**src/pmc_pkg.sv**
```systemverilog
// Purpose: shared constants and types of the power mode controller
// Assumes: 32-bit register port, word-aligned byte offsets
// Notes:   offsets are byte addresses, one register per word
package pmc_pkg;

  // --------------------------------------------------------------------
  // register offsets
  // --------------------------------------------------------------------
  localparam logic [7:0] PMC_OFS_PLL_CTRL   = 8'h00; // pll_control_reg
  localparam logic [7:0] PMC_OFS_MODE_CMD   = 8'h04; // mode request strobes
  localparam logic [7:0] PMC_OFS_REG_CTRL   = 8'h08; // regulator_control_reg
  localparam logic [7:0] PMC_OFS_WAKE_EN    = 8'h0C; // wakeup_enable_regs
  localparam logic [7:0] PMC_OFS_STATUS     = 8'h10; // mode and pin status
  localparam logic [7:0] PMC_OFS_CLK_GATE   = 8'h14; // peripheral clock gates

  // --------------------------------------------------------------------
  // field positions and widths
  // --------------------------------------------------------------------
  localparam int PMC_PLL_BYPASS_BIT  = 0;
  localparam int PMC_PLL_OFF_BIT     = 1;
  localparam int PMC_CMD_SLEEP_BIT   = 0;
  localparam int PMC_CMD_DEEP_BIT    = 1;
  localparam int PMC_REG_HIB_N_BIT   = 0;  // 0 requests hibernate
  localparam int PMC_REG_WEN_LSB     = 1;  // hibernate wake enables
  localparam int PMC_HIB_SRC_W       = 4;
  localparam int PMC_WAKE_SRC_W      = 8;
  localparam int PMC_PERIPH_W        = 16;
  localparam int PMC_STAT_PG_BIT     = 6;
  localparam int PMC_STAT_WAKE_BIT   = 7;

  // --------------------------------------------------------------------
  // reset values
  // --------------------------------------------------------------------
  localparam logic       PMC_RST_BYPASS   = 1'b0;
  localparam logic       PMC_RST_PLL_OFF  = 1'b0;
  localparam logic       PMC_RST_HIB_N    = 1'b1;
  localparam logic [3:0] PMC_RST_HIB_WEN  = 4'h0;
  localparam logic [7:0] PMC_RST_WAKE_EN  = 8'h00;
  localparam logic [15:0] PMC_RST_GATE    = 16'hFFFF;

  // --------------------------------------------------------------------
  // operating states, one-hot
  // --------------------------------------------------------------------
  typedef enum logic [5:0] {
    PMC_ST_RST_SEQ = 6'h01,
    PMC_ST_FULL_ON = 6'h02,
    PMC_ST_ACTIVE  = 6'h04,
    PMC_ST_SLEEP   = 6'h08,
    PMC_ST_DEEP    = 6'h10,
    PMC_ST_HIB     = 6'h20
  } pmc_state_t;

endpackage

```
**src/pmc_clk_gate.sv**
```systemverilog
// Purpose: per-peripheral clock enable gating
// Assumes: enables are registered, one cycle behind their inputs
// Notes:   a gated peripheral stays off whatever the mode
`timescale 1ns/1ps
module pmc_clk_gate #(
  parameter int N = 16
) (
  input  wire logic         i_clock,
  input  wire logic         i_rst,
  input  wire logic         i_sys_en,
  input  wire logic [N-1:0] i_mask,
  output logic      [N-1:0] o_en
);

  // --------------------------------------------------------------------
  // one flop per peripheral
  // --------------------------------------------------------------------
  genvar g;
  generate
    for (g = 0; g < N; g++) begin : gate
      // system clock must run and the peripheral be ungated
      always_ff @(posedge i_clock or posedge i_rst) begin
        if (i_rst) begin
          o_en[g] <= 1'b0;
        end else begin
          o_en[g] <= i_sys_en & i_mask[g];
        end
      end
    end
  endgenerate

endmodule

```
**src/pmc_power_mode_ctrl.sv**
```systemverilog
// Purpose: power mode controller: six states, clock and pll control,
//          sleep wakeup, reset recovery and regulator signalling
// Assumes: i_rst is the io-supply power-on reset; the reset pin is a
//          synchronous active-low input
// Notes:   all outputs are registered, one cycle behind the state
`timescale 1ns/1ps

module pmc_power_mode_ctrl (
  input  wire logic        i_clock,
  input  wire logic        i_rst,
  input  wire logic        i_reset_pin_n,
  input  wire logic        i_power_good_in_n,
  input  wire logic [7:0]  i_wake_src,
  input  wire logic [3:0]  i_hib_wake_src,
  input  wire logic [7:0]  i_addr,
  input  wire logic [31:0] i_wdata,
  input  wire logic        i_wr,
  input  wire logic        i_rd,
  output logic      [31:0] o_rdata,
  output logic             o_core_clk_en,
  output logic             o_sys_clk_en,
  output logic             o_pll_en,
  output logic             o_pll_bypass,
  output logic             o_dma_l1_allow,
  output logic             o_async_access_allow,
  output logic             o_pins_hiz,
  output logic             o_regulator_wake_out,
  output logic [5:0]       o_mode,
  output logic [15:0]      o_periph_clk_en
);

  // --------------------------------------------------------------------
  // declarations
  // --------------------------------------------------------------------
  pmc_pkg::pmc_state_t state;
  pmc_pkg::pmc_state_t next_state;
  logic        pll_bypass;
  logic        pll_off;
  logic        hib_n;
  logic [3:0]  hib_wen;
  logic [7:0]  wake_en;
  logic [15:0] gate_mask;
  logic        wake_hit;
  logic        hib_wake;
  logic        seq_clear;
  logic        running;
  logic        wr_pll;
  logic        wr_cmd;
  logic        wr_reg;
  logic        wr_wen;
  logic        wr_gate;
  logic        sys_en_next;

  // address match, used by every write decode
  function automatic logic hit(input logic [7:0] a, input logic [7:0] o);
    hit = (a == o);
  endfunction

  assign wr_pll  = i_wr & hit(i_addr, pmc_pkg::PMC_OFS_PLL_CTRL);
  assign wr_cmd  = i_wr & hit(i_addr, pmc_pkg::PMC_OFS_MODE_CMD);
  assign wr_reg  = i_wr & hit(i_addr, pmc_pkg::PMC_OFS_REG_CTRL);
  assign wr_wen  = i_wr & hit(i_addr, pmc_pkg::PMC_OFS_WAKE_EN);
  assign wr_gate = i_wr & hit(i_addr, pmc_pkg::PMC_OFS_CLK_GATE);

  assign running  = (state == pmc_pkg::PMC_ST_FULL_ON) |
                    (state == pmc_pkg::PMC_ST_ACTIVE);
  assign wake_hit = |(i_wake_src & wake_en);
  assign hib_wake = |(i_hib_wake_src & hib_wen);
  // reset sequence wipes everything but the regulator register
  assign seq_clear = (state == pmc_pkg::PMC_ST_RST_SEQ);

  // --------------------------------------------------------------------
  // mode state machine
  // --------------------------------------------------------------------
  // reset pin beats any other transition, in every state
  always_comb begin
    next_state = state;
    case (state)
      pmc_pkg::PMC_ST_RST_SEQ: begin
        // core held until the supply is good
        if (!i_power_good_in_n) begin
          next_state = pmc_pkg::PMC_ST_FULL_ON;
        end
      end
      pmc_pkg::PMC_ST_FULL_ON, pmc_pkg::PMC_ST_ACTIVE: begin
        if (wr_reg && !i_wdata[pmc_pkg::PMC_REG_HIB_N_BIT]) begin
          next_state = pmc_pkg::PMC_ST_HIB;
        end else if (wr_cmd && i_wdata[pmc_pkg::PMC_CMD_DEEP_BIT]) begin
          next_state = pmc_pkg::PMC_ST_DEEP;
        end else if (wr_cmd && i_wdata[pmc_pkg::PMC_CMD_SLEEP_BIT] &&
                     !pll_off) begin
          // sleep needs a live pll; a request with it off is dropped
          next_state = pmc_pkg::PMC_ST_SLEEP;
        end else if (pll_bypass) begin
          next_state = pmc_pkg::PMC_ST_ACTIVE;
        end else if (!pll_off) begin
          next_state = pmc_pkg::PMC_ST_FULL_ON;
        end
      end
      pmc_pkg::PMC_ST_SLEEP: begin
        if (wake_hit) begin
          next_state = pll_bypass ? pmc_pkg::PMC_ST_ACTIVE
                                  : pmc_pkg::PMC_ST_FULL_ON;
        end
      end
      pmc_pkg::PMC_ST_DEEP: begin
        next_state = state; // only the reset pin leaves
      end
      pmc_pkg::PMC_ST_HIB: begin
        if (hib_wake) begin
          next_state = pmc_pkg::PMC_ST_RST_SEQ;
        end
      end
      default: begin
        next_state = pmc_pkg::PMC_ST_RST_SEQ;
      end
    endcase
    if (!i_reset_pin_n) begin
      next_state = pmc_pkg::PMC_ST_RST_SEQ;
    end
  end

  // state register
  always_ff @(posedge i_clock or posedge i_rst) begin
    if (i_rst) begin
      state <= pmc_pkg::PMC_ST_RST_SEQ;
    end else begin
      state <= next_state;
    end
  end

  // --------------------------------------------------------------------
  // registers lost in hibernate
  // --------------------------------------------------------------------
  // pll control: cleared by every hardware reset sequence
  always_ff @(posedge i_clock or posedge i_rst) begin
    if (i_rst) begin
      pll_bypass <= pmc_pkg::PMC_RST_BYPASS;
      pll_off    <= pmc_pkg::PMC_RST_PLL_OFF;
    end else if (seq_clear) begin
      pll_bypass <= pmc_pkg::PMC_RST_BYPASS;
      pll_off    <= pmc_pkg::PMC_RST_PLL_OFF;
    end else if (wr_pll) begin
      pll_bypass <= i_wdata[pmc_pkg::PMC_PLL_BYPASS_BIT];
      pll_off    <= i_wdata[pmc_pkg::PMC_PLL_OFF_BIT];
    end
  end

  // sleep wakeup enables and clock gates
  always_ff @(posedge i_clock or posedge i_rst) begin
    if (i_rst) begin
      wake_en   <= pmc_pkg::PMC_RST_WAKE_EN;
      gate_mask <= pmc_pkg::PMC_RST_GATE;
    end else if (seq_clear) begin
      wake_en   <= pmc_pkg::PMC_RST_WAKE_EN;
      gate_mask <= pmc_pkg::PMC_RST_GATE;
    end else begin
      if (wr_wen) begin
        wake_en <= i_wdata[7:0];
      end
      if (wr_gate) begin
        gate_mask <= i_wdata[15:0];
      end
    end
  end

  // --------------------------------------------------------------------
  // regulator control, kept while the io supply stays
  // --------------------------------------------------------------------
  // only i_rst (io power-on) clears it; a wake event sets the
  // power-up bit again and wins over a write in the same cycle
  always_ff @(posedge i_clock or posedge i_rst) begin
    if (i_rst) begin
      hib_n   <= pmc_pkg::PMC_RST_HIB_N;
      hib_wen <= pmc_pkg::PMC_RST_HIB_WEN;
    end else begin
      if (wr_reg) begin
        hib_wen <= i_wdata[4:1];
      end
      if (state == pmc_pkg::PMC_ST_HIB &&
          (hib_wake || !i_reset_pin_n)) begin
        hib_n <= 1'b1;
      end else if (wr_reg && running) begin
        hib_n <= i_wdata[pmc_pkg::PMC_REG_HIB_N_BIT];
      end
    end
  end

  // --------------------------------------------------------------------
  // registered control outputs
  // --------------------------------------------------------------------
  assign sys_en_next = running | (state == pmc_pkg::PMC_ST_SLEEP);

  // clock, pll and access enables follow the state
  always_ff @(posedge i_clock or posedge i_rst) begin
    if (i_rst) begin
      o_core_clk_en        <= 1'b0;
      o_sys_clk_en         <= 1'b0;
      o_pll_en             <= 1'b0;
      o_pll_bypass         <= 1'b0;
      o_dma_l1_allow       <= 1'b0;
      o_async_access_allow <= 1'b0;
      o_pins_hiz           <= 1'b0;
    end else begin
      o_core_clk_en  <= running;
      o_sys_clk_en   <= sys_en_next;
      // pll_off shuts the pll only in active; sleep keeps it alive, deep and hibernate stop it
      o_pll_en       <= sys_en_next &
                        !((state == pmc_pkg::PMC_ST_ACTIVE) & pll_off);
      o_pll_bypass   <= (state == pmc_pkg::PMC_ST_ACTIVE);
      o_dma_l1_allow <= running;
      o_async_access_allow <= running |
                              (state == pmc_pkg::PMC_ST_SLEEP);
      o_pins_hiz     <= (state == pmc_pkg::PMC_ST_HIB);
    end
  end

  // high wake output asks the regulator for core power
  always_ff @(posedge i_clock or posedge i_rst) begin
    if (i_rst) begin
      o_regulator_wake_out <= pmc_pkg::PMC_RST_HIB_N;
      o_mode               <= pmc_pkg::PMC_ST_RST_SEQ;
    end else begin
      o_regulator_wake_out <= hib_n;
      o_mode               <= state;
    end
  end

  // --------------------------------------------------------------------
  // register read port, data one cycle after the strobe
  // --------------------------------------------------------------------
  always_ff @(posedge i_clock or posedge i_rst) begin
    if (i_rst) begin
      o_rdata <= 32'h0000_0000;
    end else if (i_rd) begin
      case (i_addr)
        pmc_pkg::PMC_OFS_PLL_CTRL: o_rdata <= {30'h0, pll_off, pll_bypass};
        pmc_pkg::PMC_OFS_REG_CTRL: o_rdata <= {27'h0, hib_wen, hib_n};
        pmc_pkg::PMC_OFS_WAKE_EN:  o_rdata <= {24'h0, wake_en};
        pmc_pkg::PMC_OFS_CLK_GATE: o_rdata <= {16'h0, gate_mask};
        pmc_pkg::PMC_OFS_STATUS: begin
          o_rdata <= {24'h0, hib_n, !i_power_good_in_n, state};
        end
        default: o_rdata <= 32'h0000_0000; // command and unmapped read 0
      endcase
    end else begin
      o_rdata <= 32'h0000_0000;
    end
  end

  // --------------------------------------------------------------------
  // peripheral clock gating
  // --------------------------------------------------------------------
  pmc_clk_gate #(
    .N (pmc_pkg::PMC_PERIPH_W)
  ) u_gate (
    .i_clock  (i_clock),
    .i_rst    (i_rst),
    .i_sys_en (sys_en_next),
    .i_mask   (gate_mask),
    .o_en     (o_periph_clk_en)
  );
endmodule

```
**config.mk**
```make
export PLATFORM = sky130hd
export DESIGN_NAME = pmc_power_mode_ctrl
export DESIGN_NICKNAME = d
export VERILOG_FILES = /design/src/pmc_pkg.sv /design/src/pmc_clk_gate.sv /design/src/pmc_power_mode_ctrl.sv
export SDC_FILE = /design/constraint.sdc
export NUM_CORES = 1
export LEC_CHECK = 0
export ABC_AREA = 1
export CAP_MARGIN = 25
export CORE_MARGIN = 5
export CORE_UTILIZATION = 45
export CTS_CLUSTER_DIAMETER = 30
export DETAILED_ROUTE_END_ITERATION = 10
export DONT_BUFFER_PORTS = 1
export GPL_ROUTABILITY_DRIVEN = 1
export SYNTH_ARGS = -nofsm -noshare
export SYNTH_HDL_FRONTEND = slang
export SYNTH_SLANG_ARGS = --single-unit
```
**constraint.sdc**
```tcl
create_clock -name i_clock -period 2.4 [get_ports i_clock]
set_clock_uncertainty 0.2 [all_clocks]
set_input_delay 0.12 -clock i_clock [delete_from_list [all_inputs] [get_ports i_clock]]
set_output_delay 0.12 -clock i_clock [all_outputs]
set_load 0.02 [all_outputs]
```
==> results of run 1 <==
## critical path: cells and delay by family, from the launching register on
family | cells | cell delay (ns)
AOI/OAI and AO/OA | 1 | 0.08
buffers and inverters | 2 | 1.16
DFF | 1 | 0.41
and+or+nand+nor | 5 | 0.38
## layer usage
layer / vias to the layer above / track usage [%] / share of wire [%] / wire length [um]
li1: 1325 / - / - / -
met1: 1290 / 23.7 / 44 / 3700
met2: 101 / 28.0 / 48 / 4080
met3: 6 / 4.93 / 7.3 / 618
met4: 0 / 4.04 / 0.52 / 44
met5: - / 0 / 0 / 0
## cells in the final DEF, fill, tap and decap left out, drive strengths merged
cell type and count:
o31ai 1, dfstp 20, inv 74, a21oi 2
bufinv 2, nand3 18, a211oi 2, buf 4
o22ai 7, clkbuf 10, nand2 89, mux2 1
nor2 47, o221ai 2, a31oi 1, o21ai 57
clkinvlp 1, dfrtp 61, dlygate4sd3 31, nand4 3
or2 2, clkinv 3, conb 16
## where the power goes
part | total [mW] | leakage, nW | switching, mW | internal [mW]
combinational | 1.00 | 1.04 | 0.693 | 0.309
sequential | 1.97 | 1.04 | 0.228 | 1.74
clock | 1.07 | 0.102 | 0.486 | 0.581
total | 4.04 | 2.18 | 1.41 | 2.63
## path summary, 6_finish.rpt
kind | startpoint | end | slack [ns]
setup / recovery | hib_wen[0]$_DFFE_PP0N_ | hib_n$_DFFE_PP1P_ | 0.11
hold / removal | i_addr[7] | state[3]$_DFFE_PP0P_ | 0.02
setup reg to reg | hib_wen[0]$_DFFE_PP0N_ | hib_n$_DFFE_PP1P_ | 0.11
hold reg to reg | hib_n$_DFFE_PP1P_ | o_regulator_wake_out$_DFF_PP1_ | 0.18
max in group asynchronous | i_rst | u_gate.o_en[6]$_DFF_PP0_ | 1.26
min in group asynchronous | i_rst | o_rdata[9]$_DFF_PP0_ | 0.07
## state kept, by name, summed over array words and instances, names as in the netlist
name and count:
gate_mask 16, hib_n 1, hib_wen 4, o_async_access_allow 1, o_dma_l1_allow 1, o_mode 6
o_pins_hiz 1, o_pll_bypass 1, o_pll_en 1, o_rdata 16, o_regulator_wake_out 1, pll_bypass 1
pll_off 1, state 6, u_gate.o_en 16, wake_en 8
## cells by family after synthesis
logic type | count (synthesis) | share of synthesized area (%)
DFF | 81 | 56.0
muxes | 1 | 0.307
and+or+nand+nor | 159 | 19.8
buffers and inverters | 101 | 12.7
other | 1 | 0.102
AOI/OAI and AO/OA | 72 | 11.1
## area by class of cell
cell class	instances	area (um2)
fillers	771	3860
flip-flops and latches	81	2050
multi-input cells	248	1210
repair buffers	35	353
inverters	75	283
well taps	105	131
clock buffers	10	128
clock inverters	5	81.3
## stage by stage
stage | total power, mW | area (um2) | util [%]
finish | 4.04 | 4230 | 52.3
detailed placement | 2.95 | 3710 | 45.9
global route | 4.30 | 4230 | 52.3
CTS | 4.07 | 4230 | 52.3
global placement | 2.91 | 3710 | 45.9
floorplan | 2.75 | 3720 | -
## what timing repair did
| item | 4_1_cts | 5_1_grt |
|---|---|---|
| resized for setup | 0 | 1 |
| endpoints found under the setup margin | 0 | 1 |
| hold endpoints to repair | 134 | 0 |
| buffers inserted | 0 | 0 |
| hold buffers | 31 | 0 |
==> results by group, run 1 <==
Min path
  • Hold depth: 5
  • Worst hold-check path type: input pin to flop

CTS
  • CTS sink count: 81
  • Clk slew on worst S/H paths: 0.08 ns
  • Clk buf depth: 2
  • CTS tree: done
  • Worst-Skew Late Latency: 0.35 ns
  • Total number of H-tree levels: 3
  • Num CTS Buffers: 9
  • Clock root buffer: clkbuf_8

Timing
  • Maximum clock rate: 436 MHz
  • Final worst slack: 0.105 ns
  • Worst hold slack: 0.0220 ns
  • Final Hold Violating Endpoints: 0
  • Setup TNS Final: 0 ns
  • Final setup violating endpoints: 0
  • Final Max Tran Viols: 0
  • Tcrit/Tclk final: 95.6%
  • Final critical path time including I/O delays and setup: 2.29 ns

Finish
  • Layout Nets: 508
  • Layout cells sized above 1: 15.2%
  • Finished Layout Cells: 559
  • P&R area growth vs syn: 15.5%
  • N_diodes: 0

Detailed routing
  • Overall routed net length: 8.44 mm
  • Vias: 2722
  • DR DRC count: 0
  • DRT iter0 DRCs: 122
  • Router iterations before antenna repair: 4
  • Via density per instance: 4.87
  • Antenna Nets Post-Route: 0
  • Average wire per standard cell: 15.1 um

Global routing
  • Grt total ovfl: 0
  • Number of antenna violations at the first check in global routing: 0
  • GRT Resource Usage Total: 17.5%
  • Largest net degree at the start of global routing: 47
  • Vias in the first global route: 2714
  • First-pass GRT wire length: 13.8 mm

Pwr
  • Lkg Pwr: 2.18 nW
  • VDD IR-drop max: 324 uV
  • Power density over cell area: 954 nW/um2

Setup path
  • CP Capture Type: flop
  • Critical path data arrival time: 2.37 ns
  • Maximum fanout along the worst path: 3
  • Critical Path RT: 2.47 ns
  • Startpoint types: flop
  • CP Cell Sequence: nand2_1 > nand2_1 > dlygate4sd3_1 > nor2_2 > dlygate4sd3_1 > nand2_1 > nand2_1 > o21ai_0
  • R2R depth: 8
  • Slowest CP cell: dlygate4sd3_1
  • Worst stage delay on the critical path: 0.59 ns
  • Most used cell, CP: nand2_1
  • CP Class: flop to flop

Placement
  • Port bufs: 0
  • Place WS: 0.464 ns
  • Final HPWL DP: 6.15 mm
  • RD Place Congestion: 0.855
  • Placed cells: 513

Synth
  • Area share of the largest cell type after synthesis: 41.6%
  • Post-Syn Area: 3670 um2
  • Mapped Cells: 415
  • Number of flops mapped to enable cells by yosys: 0
  • Post-synth top flop: dfrtp_1
  • Post-synthesis area per instance: 8.83 um2
  • Top-count cell post-synth: nand2_1
  • Library cells used by synthesis: 31
  • Cells taking the most area after synthesis: dfrtp_1 42%, dfstp_2 14%, nand2_1 8.6%, inv_1 7.1%, o21ai_0 6.3%
  • Synth warn: 0
  • Commonest cells in the synthesized netlist: 84 x nand2_1, 69 x inv_1, 61 x dfrtp_1
  • Async SR Flop Fraction: 100%
  • Register area share after synthesis: 56.0%
  • Register bit total from synthesis: 81
  • Cell taking the most area after synthesis: dfrtp_1

Floorplanning
  • Die footprint: 10100 um2
  • CORE AREA: 8090 um2
  • I/O Pins: 120
  • Height of the die: 100 um
  • Die Wd: 100 um
  • Initial Utilization: 45.3%
  • FP Rows: 33

Flow run
  • Max_cap viols: 0

Outcome
  • Status: completed
(Power assumes the default switching activity.)
==> run 2, diff against run 1 <==
CTS_BUF_LIST = sky130_fd_sc_hd__clkbuf_4 sky130_fd_sc_hd__clkbuf_8 sky130_fd_sc_hd__clkbuf_16   (was default)
==> results by group, run 2 (synthesis results as in run 1) <==
Outcome
  • Status: completed

Finish
  • P&R area growth vs syn: 15.6%
  • Layout Nets: 508
  • Commonest non-fill, non-tap cell in the layout: nand2_1
  • Finished Cell Area: 4240 um2
  • Most frequent cells in the layout: 84 x nand2_1, 68 x inv_1, 61 x dfrtp_1, 46 x o21ai_0, 36 x nor2_1
  • Layout cells sized above 1: 15.4%
  • N_diodes: 0
  • FILL cells: 773
  • Top Registers: gate_mask: 16 flops, o_rdata: 16 flops, u_gate.o_en: 16 flops

Timing
  • Final Hold Violating Endpoints: 0
  • Tcrit/Tclk final: 95.6%
  • Maximum clock rate: 436 MHz
  • Final setup violating endpoints: 0
  • Worst hold slack: 0.0219 ns
  • Final Max Tran Viols: 0
  • Setup TNS Final: 0 ns
  • Final critical path time including I/O delays and setup: 2.29 ns

Detailed routing
  • Router iterations before antenna repair: 4
  • Vias: 2726
  • Average wire per standard cell: 15.1 um
  • DRT iter0 DRCs: 122
  • DR DRC count: 0
  • Overall routed net length: 8.43 mm
  • Antenna Nets Post-Route: 0
  • Via density per instance: 4.88

Pwr
  • Power density over cell area: 955 nW/um2
  • Lkg Pwr: 2.19 nW
  • VDD IR-drop max: 324 uV

Placement
  • RD Place Congestion: 0.855
  • Final HPWL DP: 6.15 mm
  • Placement-stage cell area: 3710 um2
  • Port bufs: 0

Floorplanning
  • Die Wd: 100 um
  • Height of the die: 100 um
  • Die footprint: 10100 um2
  • FP Rows: 33
  • Initial Utilization: 45.3%
  • I/O Pins: 120
  • CORE AREA: 8090 um2

CTS
  • Num CTS Buffers: 9
  • CTS tree: done
  • Worst-Skew Late Latency: 0.35 ns
  • Total number of H-tree levels: 3
  • Clk slew on worst S/H paths: 0.08 ns
  • Clk buf depth: 2
  • CTS sink count: 81
  • Setup Buffers After CTS: 0
  • Clock root buffer: clkbuf_8

Flow run
  • Max_cap viols: 0

Setup path
  • Critical Path RT: 2.47 ns
  • Critical path data arrival time: 2.37 ns
  • CP Capture Type: flop
  • Maximum fanout along the worst path: 3
  • CP Class: flop to flop
  • R2R depth: 8
  • Startpoint types: flop

Global routing
  • Largest net degree at the start of global routing: 47
  • Number of antenna violations at the first check in global routing: 0
  • First-pass GRT wire length: 13.8 mm
  • Grt total ovfl: 0
  • GRT Resource Usage Total: 17.5%
  • Vias in the first global route: 2715

Min path
  • Worst hold-check path type: input pin to flop
  • Hold depth: 5
run 2: cell types whose count changed in the layout (fill, tap and decap cells not counted):
cell	before	now
clkbuf_1	1	0
clkbuf_4	0	1
run 2: worst paths after layout:
path                            slack (ns)                             end              startpoint
worst max-delay path                  0.11               hib_n$_DFFE_PP1P_  hib_wen[0]$_DFFE_PP0N_
min in group asynchronous             0.07            o_rdata[9]$_DFF_PP0_                   i_rst
worst min register to register        0.18  o_regulator_wake_out$_DFF_PP1_       hib_n$_DFFE_PP1P_
worst max register to register        0.11               hib_n$_DFFE_PP1P_  hib_wen[0]$_DFFE_PP0N_
worst min-delay path                  0.02            state[3]$_DFFE_PP0P_               i_addr[7]
max in group asynchronous             1.26        u_gate.o_en[6]$_DFF_PP0_                   i_rst
run 2: metal layers:
layer	GRT usage, %	part of all wire (%)	up-vias
met5	0	0	-
met4	4.04	0.52	0
met3	4.93	7.3	6
met2	28.0	48	101
met1	23.7	44	1294
li1	-	-	1325
run 2: through the flow:
stage | utilization [%] | power, mW | worst slack (ns) | std cells
after floorplan | - | 2.75 | 0.0330 | 430
after global placement | 45.9 | 2.91 | 0.486 | 513
after detailed placement | 45.9 | 2.95 | 0.464 | 513
after CTS | 52.3 | 4.08 | 0.118 | 559
after global routing | 52.4 | 4.31 | -0.0237 | 559
final | 52.4 | 4.05 | 0.105 | 559
run 2: repair_timing:
item,4_1_cts,5_1_grt
resized for setup,0,1
endpoints found under the setup margin,0,1
hold buffers,31,0
hold endpoints to repair,134,0
run 2: layout make-up:
type	count	area, um2	share of cell area (%)
Clock buffer	10	131	3.10
Clock inverter	5	81.3	1.92
Inverter	75	283	6.67
Multi-Input combinational cell	248	1210	28.5
Sequential cell	81	2050	48.4
Tap cell	105	131	3.10
Timing Repair Buffer	35	353	8.33
run 2: power by group:
part           internal, mW  total, mW  switching, mW
combinational         0.309       1.00          0.693
clock                 0.592       1.08          0.484
sequential             1.74       1.97          0.227
total                  2.64       4.05           1.40
run 2: worst max-delay path, stage by stage, from the launching register on:
cell and delay (ns):
dfrtp_1 0.41, nand2_1 0.06, nand2_1 0.04, dlygate4sd3_1 0.57, nor2_2 0.17, dlygate4sd3_1 0.59, nand2_1 0.05, nand2_1 0.06
o21ai_0 0.08
